**src/include/write_guard_defines.vh**
```
// Constants for the peripheral write guard: register map, fields, keys.
// Assumes inclusion by bare name from rtl files; definitions only.
`ifndef WRITE_GUARD_DEFINES_VH
`define WRITE_GUARD_DEFINES_VH

// Register byte offsets
`define CMD_OFFSET       8'h00
`define STATUS_OFFSET    8'h04
`define STATUS_ID_OFFSET 8'h08

// Command register fields
`define KEY_MSB          23
`define KEY_LSB          16
`define ID_MSB           15
`define ID_LSB           0
`define CMD_RESET        32'h00000000
`define CMD_WRITE_MASK   32'h00FFFFFF

// Key codes
`define KEY_OFF          8'h00
`define KEY_CLEAR        8'h01
`define KEY_SET          8'h02
`define KEY_LOCK         8'h03

// Identifier layout: bridge number times 32 plus index
`define BRIDGE_SHIFT     5
`define IDX_WIDTH        5
`define NUM_BRIDGES      4
`define NUM_PERIPH       128
`define PERIPH_AW        7

// AHB constants
`define HTRANS_NONSEQ    2'h2
`define HTRANS_SEQ       2'h3
`define HRESP_OKAY       1'h0
`define ZERO32           32'h00000000
`define ADDR_W           8

`endif

```
**src/rtl/guard_state_mem.v**
```verilog
// Per-peripheral protect and lock bits, one two-bit word per identifier.
// Assumes one clock; read data leave through a register one cycle later.
`timescale 1ns/1ps
`include "write_guard_defines.vh"

module guard_state_mem (
  // Clock and reset
  input  wire                    clk,
  input  wire                    reset,
  // Write port
  input  wire                    wrEn,
  input  wire [`PERIPH_AW-1:0]   wrAddr,
  input  wire                    wrProtect,
  input  wire                    wrLock,
  // Read port A (command path)
  input  wire [`PERIPH_AW-1:0]   rdAddrA,
  output reg  [1:0]              rdDataA_ff,
  // Read port B (status readback)
  input  wire [`PERIPH_AW-1:0]   rdAddrB,
  output reg  [1:0]              rdDataB_ff,
  // Flat protect vector for the peripherals
  output wire [`NUM_PERIPH-1:0]  protectVec
);

  reg [`NUM_PERIPH-1:0] protectBits_ff; // Write-protect state
  reg [`NUM_PERIPH-1:0] lockBits_ff;    // Lock state

  assign protectVec = protectBits_ff;

  // Storage; flops rather than RAM so reset clears every bit at once
  always @(posedge clk or posedge reset) begin
    if (reset) begin
      protectBits_ff <= {`NUM_PERIPH{1'b0}};
      lockBits_ff    <= {`NUM_PERIPH{1'b0}};
    end else if (wrEn) begin
      protectBits_ff[wrAddr] <= wrProtect;
      lockBits_ff[wrAddr]    <= wrLock;
    end
  end

  // Registered read data
  always @(posedge clk or posedge reset) begin
    if (reset) begin
      rdDataA_ff <= 2'h0;
      rdDataB_ff <= 2'h0;
    end else begin
      rdDataA_ff <= {lockBits_ff[rdAddrA], protectBits_ff[rdAddrA]};
      rdDataB_ff <= {lockBits_ff[rdAddrB], protectBits_ff[rdAddrB]};
    end
  end

endmodule // guard_state_mem

```
**src/rtl/peripheral_write_guard.v**
```verilog
// Peripheral write guard: AHB-Lite command register driving protect/lock bits.
// Assumes a single AHB-Lite master on clk; hreadyout is the bus hready.
// What this block does
// - Key in bits 23:16; key 0 does nothing
// - Key 1 clears protection unless locked
// - Key 2 sets protection of selected peripheral
// - Key 3 sets and locks until reset
// - Bits 15:0 select the target peripheral
// - Identifier is 32 times bridge plus index
// - Bridges numbered from zero in order
// - Command register resets to all zeros
`timescale 1ns/1ps
`include "write_guard_defines.vh"

module peripheral_write_guard (
  // Clock and reset
  input  wire                    clk,
  input  wire                    reset,
  // AHB-Lite slave
  input  wire                    hsel,
  input  wire [`ADDR_W-1:0]      haddr,
  input  wire [1:0]              htrans,
  input  wire                    hwrite,
  input  wire [2:0]              hsize,
  input  wire                    hready,
  input  wire [31:0]             hwdata,
  output reg  [31:0]             hrdata,
  output wire                    hreadyout,
  output wire                    hresp,
  // Protection outputs per peripheral
  output wire [`NUM_PERIPH-1:0]  writeProtect,
  // High while the command engine is not idle
  output wire                    busyCmd
);

  // States of the command engine
  localparam ST_IDLE  = 2'h0; // Waiting for a command
  localparam ST_READ  = 2'h1; // Fetching target's current state
  localparam ST_APPLY = 2'h2; // Writing the new state

  reg  [31:0]            cmdReg_ff;       // Command register contents
  reg  [31:0]            nxt_cmdReg;
  reg  [1:0]             state_ff;        // Command engine state
  reg  [1:0]             nxt_state;
  reg                    wrPend_ff;       // Write data phase pending
  reg  [`ADDR_W-1:0]     addr_ff;         // Latched address phase
  reg  [`PERIPH_AW-1:0]  statusSel_ff;    // Status readback selector
  reg  [`PERIPH_AW-1:0]  nxt_statusSel;
  reg                    memWr;           // Memory write strobe
  reg                    memProt;         // New protect value
  reg                    memLock;         // New lock value
  reg                    cmdValid_ff;     // Target inside implemented range
  wire [1:0]             curState;        // {lock, protect} of the target
  wire [1:0]             statusState;     // {lock, protect} of status entry
  wire [7:0]             cmdKey;          // Key field
  wire [15:0]            cmdId;           // Identifier field
  wire                   addrPhase;       // Valid address phase

  // Bridge number from an identifier (upper bits)
  function [15:0] bridgeOf;
    input [15:0] id;
    begin
      bridgeOf = id >> `BRIDGE_SHIFT;
    end
  endfunction

  // Linear slot: bridge times 32 plus index, cut to memory width
  function [`PERIPH_AW-1:0] slotOf;
    input [15:0] id;
    reg   [15:0] lin;
    begin
      lin    = (bridgeOf(id) << `BRIDGE_SHIFT) + {11'h000, id[`IDX_WIDTH-1:0]};
      slotOf = lin[`PERIPH_AW-1:0];
    end
  endfunction

  assign cmdKey    = cmdReg_ff[`KEY_MSB:`KEY_LSB];
  assign cmdId     = cmdReg_ff[`ID_MSB:`ID_LSB];
  assign addrPhase = hsel && hready && (htrans == `HTRANS_NONSEQ || htrans == `HTRANS_SEQ);
  // Stall writes while a command is still applying, so none is lost
  assign hreadyout = !(wrPend_ff && state_ff != ST_IDLE);
  assign hresp     = `HRESP_OKAY;
  assign busyCmd   = (state_ff != ST_IDLE);

  // Protection state storage; the status port reads the selector's next value,
  // so a status read right after a select write already sees the new entry
  guard_state_mem uMem (
    .clk        (clk),
    .reset      (reset),
    .wrEn       (memWr),
    .wrAddr     (slotOf(cmdId)),
    .wrProtect  (memProt),
    .wrLock     (memLock),
    .rdAddrA    (slotOf(cmdId)),
    .rdDataA_ff (curState),
    .rdAddrB    (nxt_statusSel),
    .rdDataB_ff (statusState),
    .protectVec (writeProtect)
  );

  // Address phase capture
  always @(posedge clk or posedge reset) begin
    if (reset) begin
      wrPend_ff <= 1'b0;
      addr_ff   <= {`ADDR_W{1'b0}};
    end else if (hreadyout) begin
      wrPend_ff <= addrPhase && hwrite;
      if (addrPhase) begin
        addr_ff <= haddr;
      end
    end
  end

  // Register writes and command engine next state
  always @* begin
    nxt_cmdReg    = cmdReg_ff;
    nxt_statusSel = statusSel_ff;
    nxt_state     = state_ff;
    memWr         = 1'b0;
    memProt       = curState[0];
    memLock       = curState[1];
    // Write data phase completes here
    if (wrPend_ff && hreadyout) begin
      if (addr_ff == `CMD_OFFSET) begin
        nxt_cmdReg = hwdata & `CMD_WRITE_MASK;
        nxt_state  = ST_READ;
      end else if (addr_ff == `STATUS_ID_OFFSET) begin
        nxt_statusSel = slotOf(hwdata[`ID_MSB:`ID_LSB]);
      end
    end
    case (state_ff)
      ST_IDLE: begin
      end
      ST_READ: begin
        // Memory read data arrive next cycle
        nxt_state = ST_APPLY;
      end
      ST_APPLY: begin
        nxt_state = ST_IDLE;
        if (cmdValid_ff && !curState[1]) begin
          // Locked entries never change
          if (cmdKey == `KEY_CLEAR) begin
            memWr   = 1'b1;
            memProt = 1'b0;
          end else if (cmdKey == `KEY_SET) begin
            memWr   = 1'b1;
            memProt = 1'b1;
          end else if (cmdKey == `KEY_LOCK) begin
            memWr   = 1'b1;
            memProt = 1'b1;
            memLock = 1'b1;
          end
          // Key 0 and keys above 3 leave memWr low
        end
      end
      default: begin
        nxt_state = ST_IDLE;
      end
    endcase
  end

  // State registers
  always @(posedge clk or posedge reset) begin
    if (reset) begin
      cmdReg_ff    <= `CMD_RESET;
      statusSel_ff <= {`PERIPH_AW{1'b0}};
      state_ff     <= ST_IDLE;
      cmdValid_ff  <= 1'b0;
    end else begin
      cmdReg_ff    <= nxt_cmdReg;
      statusSel_ff <= nxt_statusSel;
      state_ff     <= nxt_state;
      // Identifiers past the implemented bridges are ignored
      cmdValid_ff  <= (bridgeOf(cmdId) < `NUM_BRIDGES);
    end
  end

  // Read data, registered, valid during the data phase
  always @(posedge clk or posedge reset) begin
    if (reset) begin
      hrdata <= `ZERO32;
    end else if (addrPhase && !hwrite && hreadyout) begin
      if (haddr == `CMD_OFFSET) begin
        hrdata <= nxt_cmdReg;
      end else if (haddr == `STATUS_OFFSET) begin
        hrdata <= {29'h00000000, busyCmd, statusState};
      end else if (haddr == `STATUS_ID_OFFSET) begin
        hrdata <= {25'h0000000, nxt_statusSel};
      end else begin
        hrdata <= `ZERO32;
      end
    end
  end

endmodule // peripheral_write_guard

```
**config.mk**
```make
export PLATFORM = sky130hd
export DESIGN_NAME = peripheral_write_guard
export DESIGN_NICKNAME = d
export VERILOG_FILES = /design/src/rtl/guard_state_mem.v /design/src/rtl/peripheral_write_guard.v
export VERILOG_INCLUDE_DIRS = /design/src /design/src/include
export SDC_FILE = /design/constraint.sdc
export NUM_CORES = 1
export LEC_CHECK = 0
export ABC_AREA = 1
export BUFFER_PORTS_ARGS = -buffer_cell sky130_fd_sc_hd__buf_4
export CAP_MARGIN = 20
export CORE_MARGIN = 2
export CORE_UTILIZATION = 23
export DETAILED_ROUTE_END_ITERATION = 10
export PLACE_DENSITY_LB_ADDON = 0.15
export SYNTH_ARGS = -nofsm -noshare
export SYNTH_HDL_FRONTEND = slang
export SYNTH_SLANG_ARGS = --single-unit
```
**constraint.sdc**
```tcl
create_clock -name clk -period 12.1 [get_ports clk]
set_input_delay 3.025 -clock clk [delete_from_list [all_inputs] [get_ports clk]]
set_output_delay 3.025 -clock clk [all_outputs]
set_load 0.1 [all_outputs]
```
==> results of run 1 <==
-- final timing paths --
kind / from / end / slack (ns)
setup reg to reg: state_ff[1] / uMem.rdDataB_ff[0] / 7.99
hold / removal: cmdReg_ff[7] / cmdValid_ff / 0.43
setup / recovery: hwdata[0] / uMem.rdDataB_ff[0] / 6.60
hold reg to reg: cmdReg_ff[7] / cmdValid_ff / 0.43
min in group asynchronous: reset / uMem.protectVec[85] / 2.70
max in group asynchronous: reset / cmdReg_ff[11] / 7.03
-- layer usage --
| metal | vias up | track usage | wire [microns] |
|---|---|---|---|
| met5 | - | 0 | 0 |
| met4 | 0 | 0.0699 | 2770 |
| met3 | 151 | 0.0322 | 4970 |
| met2 | 616 | 0.307 | 35900 |
| met1 | 8504 | 0.256 | 34700 |
| li1 | 8362 | - | - |
-- state kept, by name, indices dropped and copies added, names as in the netlist --
name,count
addr_ff,8
cmdReg_ff,32
cmdValid_ff,1
hrdata,32
state_ff,2
statusSel_ff,7
uMem.lockBits_ff,128
uMem.protectVec,128
uMem.rdDataA_ff,2
uMem.rdDataB_ff,2
wrPend_ff,1
-- per-stage QoR --
step,instances,util
floorplan,2467,-
global placement,3620,0.266
detailed placement,3621,0.266
CTS,3691,0.284
global route,3692,0.284
finish,3692,0.284
-- synth_stat cells, drive strengths merged --
| library cell | n |
|---|---|
| nand2 | 709 |
| or2 | 8 |
| dfrtp | 343 |
| nand4 | 7 |
| clkbuf | 71 |
| o31ai | 2 |
| o2111ai | 1 |
| a221oi | 7 |
| a31o | 1 |
| and3 | 1 |
| o22ai | 91 |
| o221ai | 11 |
| mux2 | 6 |
| nor4 | 6 |
| clkinv | 6 |
| o41ai | 16 |
| o21a | 1 |
| a22oi | 4 |
| inv | 371 |
| nor3 | 12 |
| conb | 1 |
| and2 | 1 |
| a22o | 1 |
| o21ai | 329 |
| nand3 | 276 |
| buf | 52 |
| a21oi | 42 |
| nor2 | 90 |
| o211ai | 1 |
-- kinds of logic after synthesis --
logic type | after synthesis | synth area share
AND/OR/NAND/NOR | 1110 | 0.255
AO/OA/AOI/OAI | 507 | 0.157
buffers and inverters | 500 | 0.110
flip-flops | 343 | 0.475
multiplexers | 6 | 0.00374
other | 1 | 0.000207
-- area by class of cell --
| cell class | instances | share of cell area |
|---|---|---|
| clock buffer | 57 | 0.0544 |
| clock inverter | 13 | 0.00727 |
| inverter | 377 | 0.0645 |
| multi-input combinational | 1624 | 0.343 |
| sequential | 343 | 0.390 |
| tap | 1040 | 0.0591 |
| timing repair buffer | 238 | 0.0822 |
-- report_power, final --
group	switching (W)	total [W]	internal, W
clock network	0.000528	0.00128	0.000754
logic	0.000280	0.000356	0.0000762
registers	0.0000118	0.00118	0.00117
total	0.000820	0.00282	0.00200
==> metrics.yaml, run 1 <==
status:
  status: "completed"
setup_path:
  crit_path_frequent_cell: "nand3_1"
  worstPathCellList: "buf_4 > inv_1 > nand3_1 > nand2_4 > buf_4 > nand2_1 > nand3_1 > nand3_1 > nand3_1 > nand3_1 > nand3_1 > nand2_1 > nand2_1 > nand2_1"
  cp.depth: 14
  path_buf_inv: 3
  start_kind: "primary input"
  ff2ff_path_depth: 17
  worstSetupPathType: "primary input to register"
  crit_slowest_cell: "buf_4"
  required_ns: 12.53
  critPathCaptureType: "register"
  critPathMaxStageDelay_ns: 0.71
  cp_top_family: "simple AND/OR/NAND/NOR gates"
  arrival_ns: 5.93
  path_max_fanout: 63
synth:
  synth_top_cell_area_share: 0.475
  synth_area_leaders: "dfrtp_1 (47%), nand2_1 (15%), o21ai_0 (8.9%)"
  synth-seq-cells: 343
  syn_inst: 2467
  yosysUniqueCellTypes: 41
  synth.largest_area_cell: "dfrtp_1"
  synth_fp_nets: 2517
  synth.avg_cell_area_sq_um: 7.33
  yosysSeqAreaShare: 0.475
  yosysWarnings: 0
  syn-cell-area_sq_um: 18100
timing:
  rsz0062_at_grt: "no"
  finalCritPeriodShare: 0.455
  worst_slack_ns: 6.60
  fmax_mhz: 182
  drv_slew: 0
  clock_skew_ns: 0.0290
  fin_setup_tns_ns: 0
  hold_viol: 0
  slew_headroom: 0.292
  setup_viol: 0
  hold_slack_ns: 0.433
  fin_crit_ns: 5.50
  tightest_slew_ns: 1.06
detailed_routing:
  wl_mm: 78.4
  drc_errors: 0
  wl_per_cell_microns: 21.2
  firstDrtPassIters: 5
  drtIter0Drc: 1594
  vias: 17600
  viasPerCell: 4.78
  ant_nets: 0
floorplanning:
  fp.dieH_microns: 284
  fp.dieW_microns: 284
  fp.coreArea_sq_um: 77600
  placement_rows: 102
  initial_utilization: 0.233
  die-area_sq_um: 80900
  pin_count: 213
grt:
  antenna_found_initial: 0
  grt_use_total: 0.191
  first_global_vias: 17400
  grt_max_degree: 158
  grt_pass1_wl_mm: 117
  grt-ovfl-total: 0
placed_design:
  io_buffers: 199
  dpl.hpwl_mm: 51.6
  placed_cell_area_sq_um: 20700
  dp_slack_ns: 6.12
  gp_congestion: 0.853
cts:
  ctsHtreeMaxLevel: 2
  cts-resized-gates: 0
  cts_made_buffers: 42
  clk_latency_ns: 0.58
  cts.clk_slew.worst_paths_ns: 0.06
  cts_root_buf: "clkbuf_16"
  clk_path_buf_depth: 3
  cts_setup_buffers: 0
  postCtsHoldBufs: 0
  clock-sinks: 343
  cts_tree: "done"
finish:
  drive_gt1_frac: 0.128
  multiInputGateArea_sq_um: 7550
  fillers: 8506
  fin_area_sq_um: 22000
  ff_latch_area_sq_um: 8580
  layout.cells.most_common_list: "nand2_1 (704), inv_1 (367), dfrtp_1 (343), o21ai_0 (323), nand3_1 (276)"
  nets: 2676
  mostFrequentLayoutCell: "nand2_1"
  syn_to_final_growth_pct: 21.8
  n_antenna_cell: 0
hold_path:
  hold_depth: 1
  hold_path.class: "register to register"
power:
  finalPower_w: 0.00282
  p_leak_nw: 10.1
  irDropWorstVdd_v: 0.0000800
  powerDensity_nw_per_um2: 128
job:
  drv_cap: 0
Power figures use the tool's default switching activity.
==> inputs of run 2 (changes only) <==
--- a/config.mk
+++ b/config.mk
@@ -6,7 +6,7 @@
 export SDC_FILE = /design/constraint.sdc
 export NUM_CORES = 1
 export LEC_CHECK = 0
-export ABC_AREA = 1
+export ABC_AREA = 0
 export BUFFER_PORTS_ARGS = -buffer_cell sky130_fd_sc_hd__buf_4
 export CAP_MARGIN = 20
 export CORE_MARGIN = 2
==> constraint.sdc (replaced) <==
create_clock -name clk -period 5.2 [get_ports clk]
set_input_delay 1.3 -clock clk [delete_from_list [all_inputs] [get_ports clk]]
set_output_delay 1.3 -clock clk [all_outputs]
set_load 0.1 [all_outputs]
==> run 2 against run 1 <==
Net effect: clock skew shrank 0.0050 ns; critical path type is now register to register; highest routed layer unchanged; total power grew 140%; non-clock buffer count grew 20; largest cell class unchanged; largest power group unchanged.
==> metrics.yaml, run 2 <==
synth:
  synth.largest_area_cell: "dfrtp_1"
  synth-seq-cells: 343
  synth_edf_count: 0
  syn-cell-area_sq_um: 16900
  synth_fp_nets: 1973
  syn_inst: 1923
  yosysUniqueCellTypes: 61
  ys.flop_type: "dfrtp_1"
  yosysWarnings: 0
  synth.avg_cell_area_sq_um: 8.78
  yosysMostFrequentCell: "nand2_1"
  synth_commonest_cells: "nand2_1 (374), dfrtp_1 (343), nor2_1 (280), a21oi_1 (206), o21ai_0 (113)"
  async_flop_share: 1.00
  synth_top_cell_area_share: 0.508
  yosysSeqAreaShare: 0.508
  synth_area_leaders: "dfrtp_1 (51%), nand2_1 (8.3%), nor2_1 (6.2%)"
cts:
  clock-sinks: 343
  clk_latency_ns: 0.58
  clk_path_buf_depth: 3
  postCtsHoldBufs: 0
  cts_setup_buffers: 0
  cts-resized-gates: 0
  cts_root_buf: "clkbuf_16"
  cts_made_buffers: 45
  cts_tree: "done"
  ctsHtreeMaxLevel: 2
  cts.clk_slew.worst_paths_ns: 0.06
timing:
  fin_crit_ns: 3.71
  worst_slack_ns: 1.49
  slew_headroom: 0.199
  clock_skew_ns: 0.0240
  rsz0062_at_grt: "no"
  drv_slew: 0
  setup_viol: 0
  fmax_mhz: 269
  fin_setup_tns_ns: 0
  tightest_slew_ns: 1.20
  finalCritPeriodShare: 0.714
  hold_viol: 0
job:
  drv_cap: 0
floorplanning:
  die-area_sq_um: 75600
  pin_count: 213
  fp.dieW_microns: 275
  placement_rows: 99
  initial_utilization: 0.232
  fp.dieH_microns: 275
  fp.coreArea_sq_um: 72800
setup_path:
  startpoint: "addr_ff[5]"
  crit_path_frequent_cell: "buf_4"
  path_buf_inv: 3
  r2r_start: "addr_ff[5]"
  critPathCaptureType: "register"
  critPathMaxStageDelay_ns: 0.42
  required_ns: 5.72
  worstSetupPathType: "register to register"
  start_kind: "register"
  path_max_fanout: 14
  arrival_ns: 4.23
  worstPathCellList: "nor4b_4 > and3_1 > buf_4 > mux2i_4 > buf_4 > nor2_1 > buf_4 > a32oi_1 > a31oi_1 > o211a_1 > a2111oi_2 > and4_1"
  cp_top_family: "compound AO/OA/AOI/OAI gates"
  crit_slowest_cell: "dfrtp_1"
hold_path:
  min_from: "cmdReg_ff[13]"
  hold_path.class: "register to register"
detailed_routing:
  wl_per_cell_microns: 24.7
  viasPerCell: 5.17
  ant_nets: 0
  drc_errors: 0
  wl_mm: 76.5
  drtIter0Drc: 1480
  firstDrtPassIters: 9
  vias: 16000
placed_design:
  dp_slack_ns: 1.36
  dpl.hpwl_mm: 51.5
  post-place-cells: 3013
  placed_cell_area_sq_um: 19600
  gp_congestion: 0.836
  io_buffers: 199
finish:
  final_core_util: 0.290
  nets: 2152
  syn_to_final_growth_pct: 25.0
  drive_gt1_frac: 0.174
  final_cells: 3091
  n_antenna_cell: 0
  fin_area_sq_um: 21100
  layout.cells.most_common_list: "nand2_1 (374), dfrtp_1 (343), nor2_1 (275), buf_4 (250), a21oi_1 (206)"
  mostFrequentLayoutCell: "nand2_1"
power:
  powerDensity_nw_per_um2: 317
  p_leak_nw: 8.98
  irDropWorstVdd_v: 0.000166
grt:
  met3_usage: 0.0312
  first_global_vias: 15600
  grt_use_total: 0.198
  met2_usage: 0.307
  grt.busiest_layer: "met2"
  antenna_found_initial: 0
  grt_pass1_wl_mm: 110
  grt_max_degree: 152
  grt-ovfl-total: 0
  use_met1: 0.277
status:
  status: "completed"
run 2: changes by cell type in the layout (fill, tap and decap cells not counted), moves of 70 or more:
cell and delta:
inv_1 -353, o21ai_0 -210, nand3_1 -250, a21oi_1 +164
mux2i_1 +70, nand2_1 -330, a22oi_1 +96, nor2_1 +193
run 2: final cells by class:
type / count / area [sq um]
Fill cell: 7829 / 51700
Sequential cell: 343 / 8580
Multi-Input combinational cell: 1435 / 7740
Timing Repair Buffer: 258 / 2030
Clock buffer: 65 / 1350
Tap cell: 959 / 1200
Clock inverter: 12 / 126
Inverter: 19 / 78.8
run 2: routing by layer:
metal,up-vias,part of all wire
met1,7946,0.45
met4,0,0.036
met3,146,0.063
met5,-,0
met2,691,0.45
li1,7212,-
run 2: metrics by stage:
step	power, W	hold slack [ns]
global route	0.00693	0.470
floorplan	0.00321	0.406
global placement	0.00356	0.439
detailed placement	0.00357	0.437
finish	0.00669	0.442
CTS	0.00675	0.450
run 2: logic make-up after synthesis:
group,count (synthesis),share of synthesized area
simple gates,784,0.193
compound gates,564,0.207
flops,343,0.508
buf+inv,145,0.0371
mux,86,0.0538
other cells,1,0.000222
run 2: final timing paths:
check / end / slack, ns / cells past startpoint
min reg2reg: cmdValid_ff / 0.44 / 1
max: uMem.rdDataB_ff[0] / 1.49 / 12
max in group asynchronous: uMem.lockBits_ff[49] / 3.13 / 3
min: cmdValid_ff / 0.44 / 1
min in group asynchronous: cmdReg_ff[6] / 0.78 / 2
max reg2reg: uMem.rdDataB_ff[0] / 1.49 / 12
run 2: power by group:
| group | internal, W | switching, W | leakage (nW) |
|---|---|---|---|
| logic | 0.000167 | 0.000587 | 3.54 |
| clock network | 0.00189 | 0.00126 | 0.730 |
| registers | 0.00272 | 0.0000682 | 4.71 |
| total | 0.00477 | 0.00192 | 8.98 |
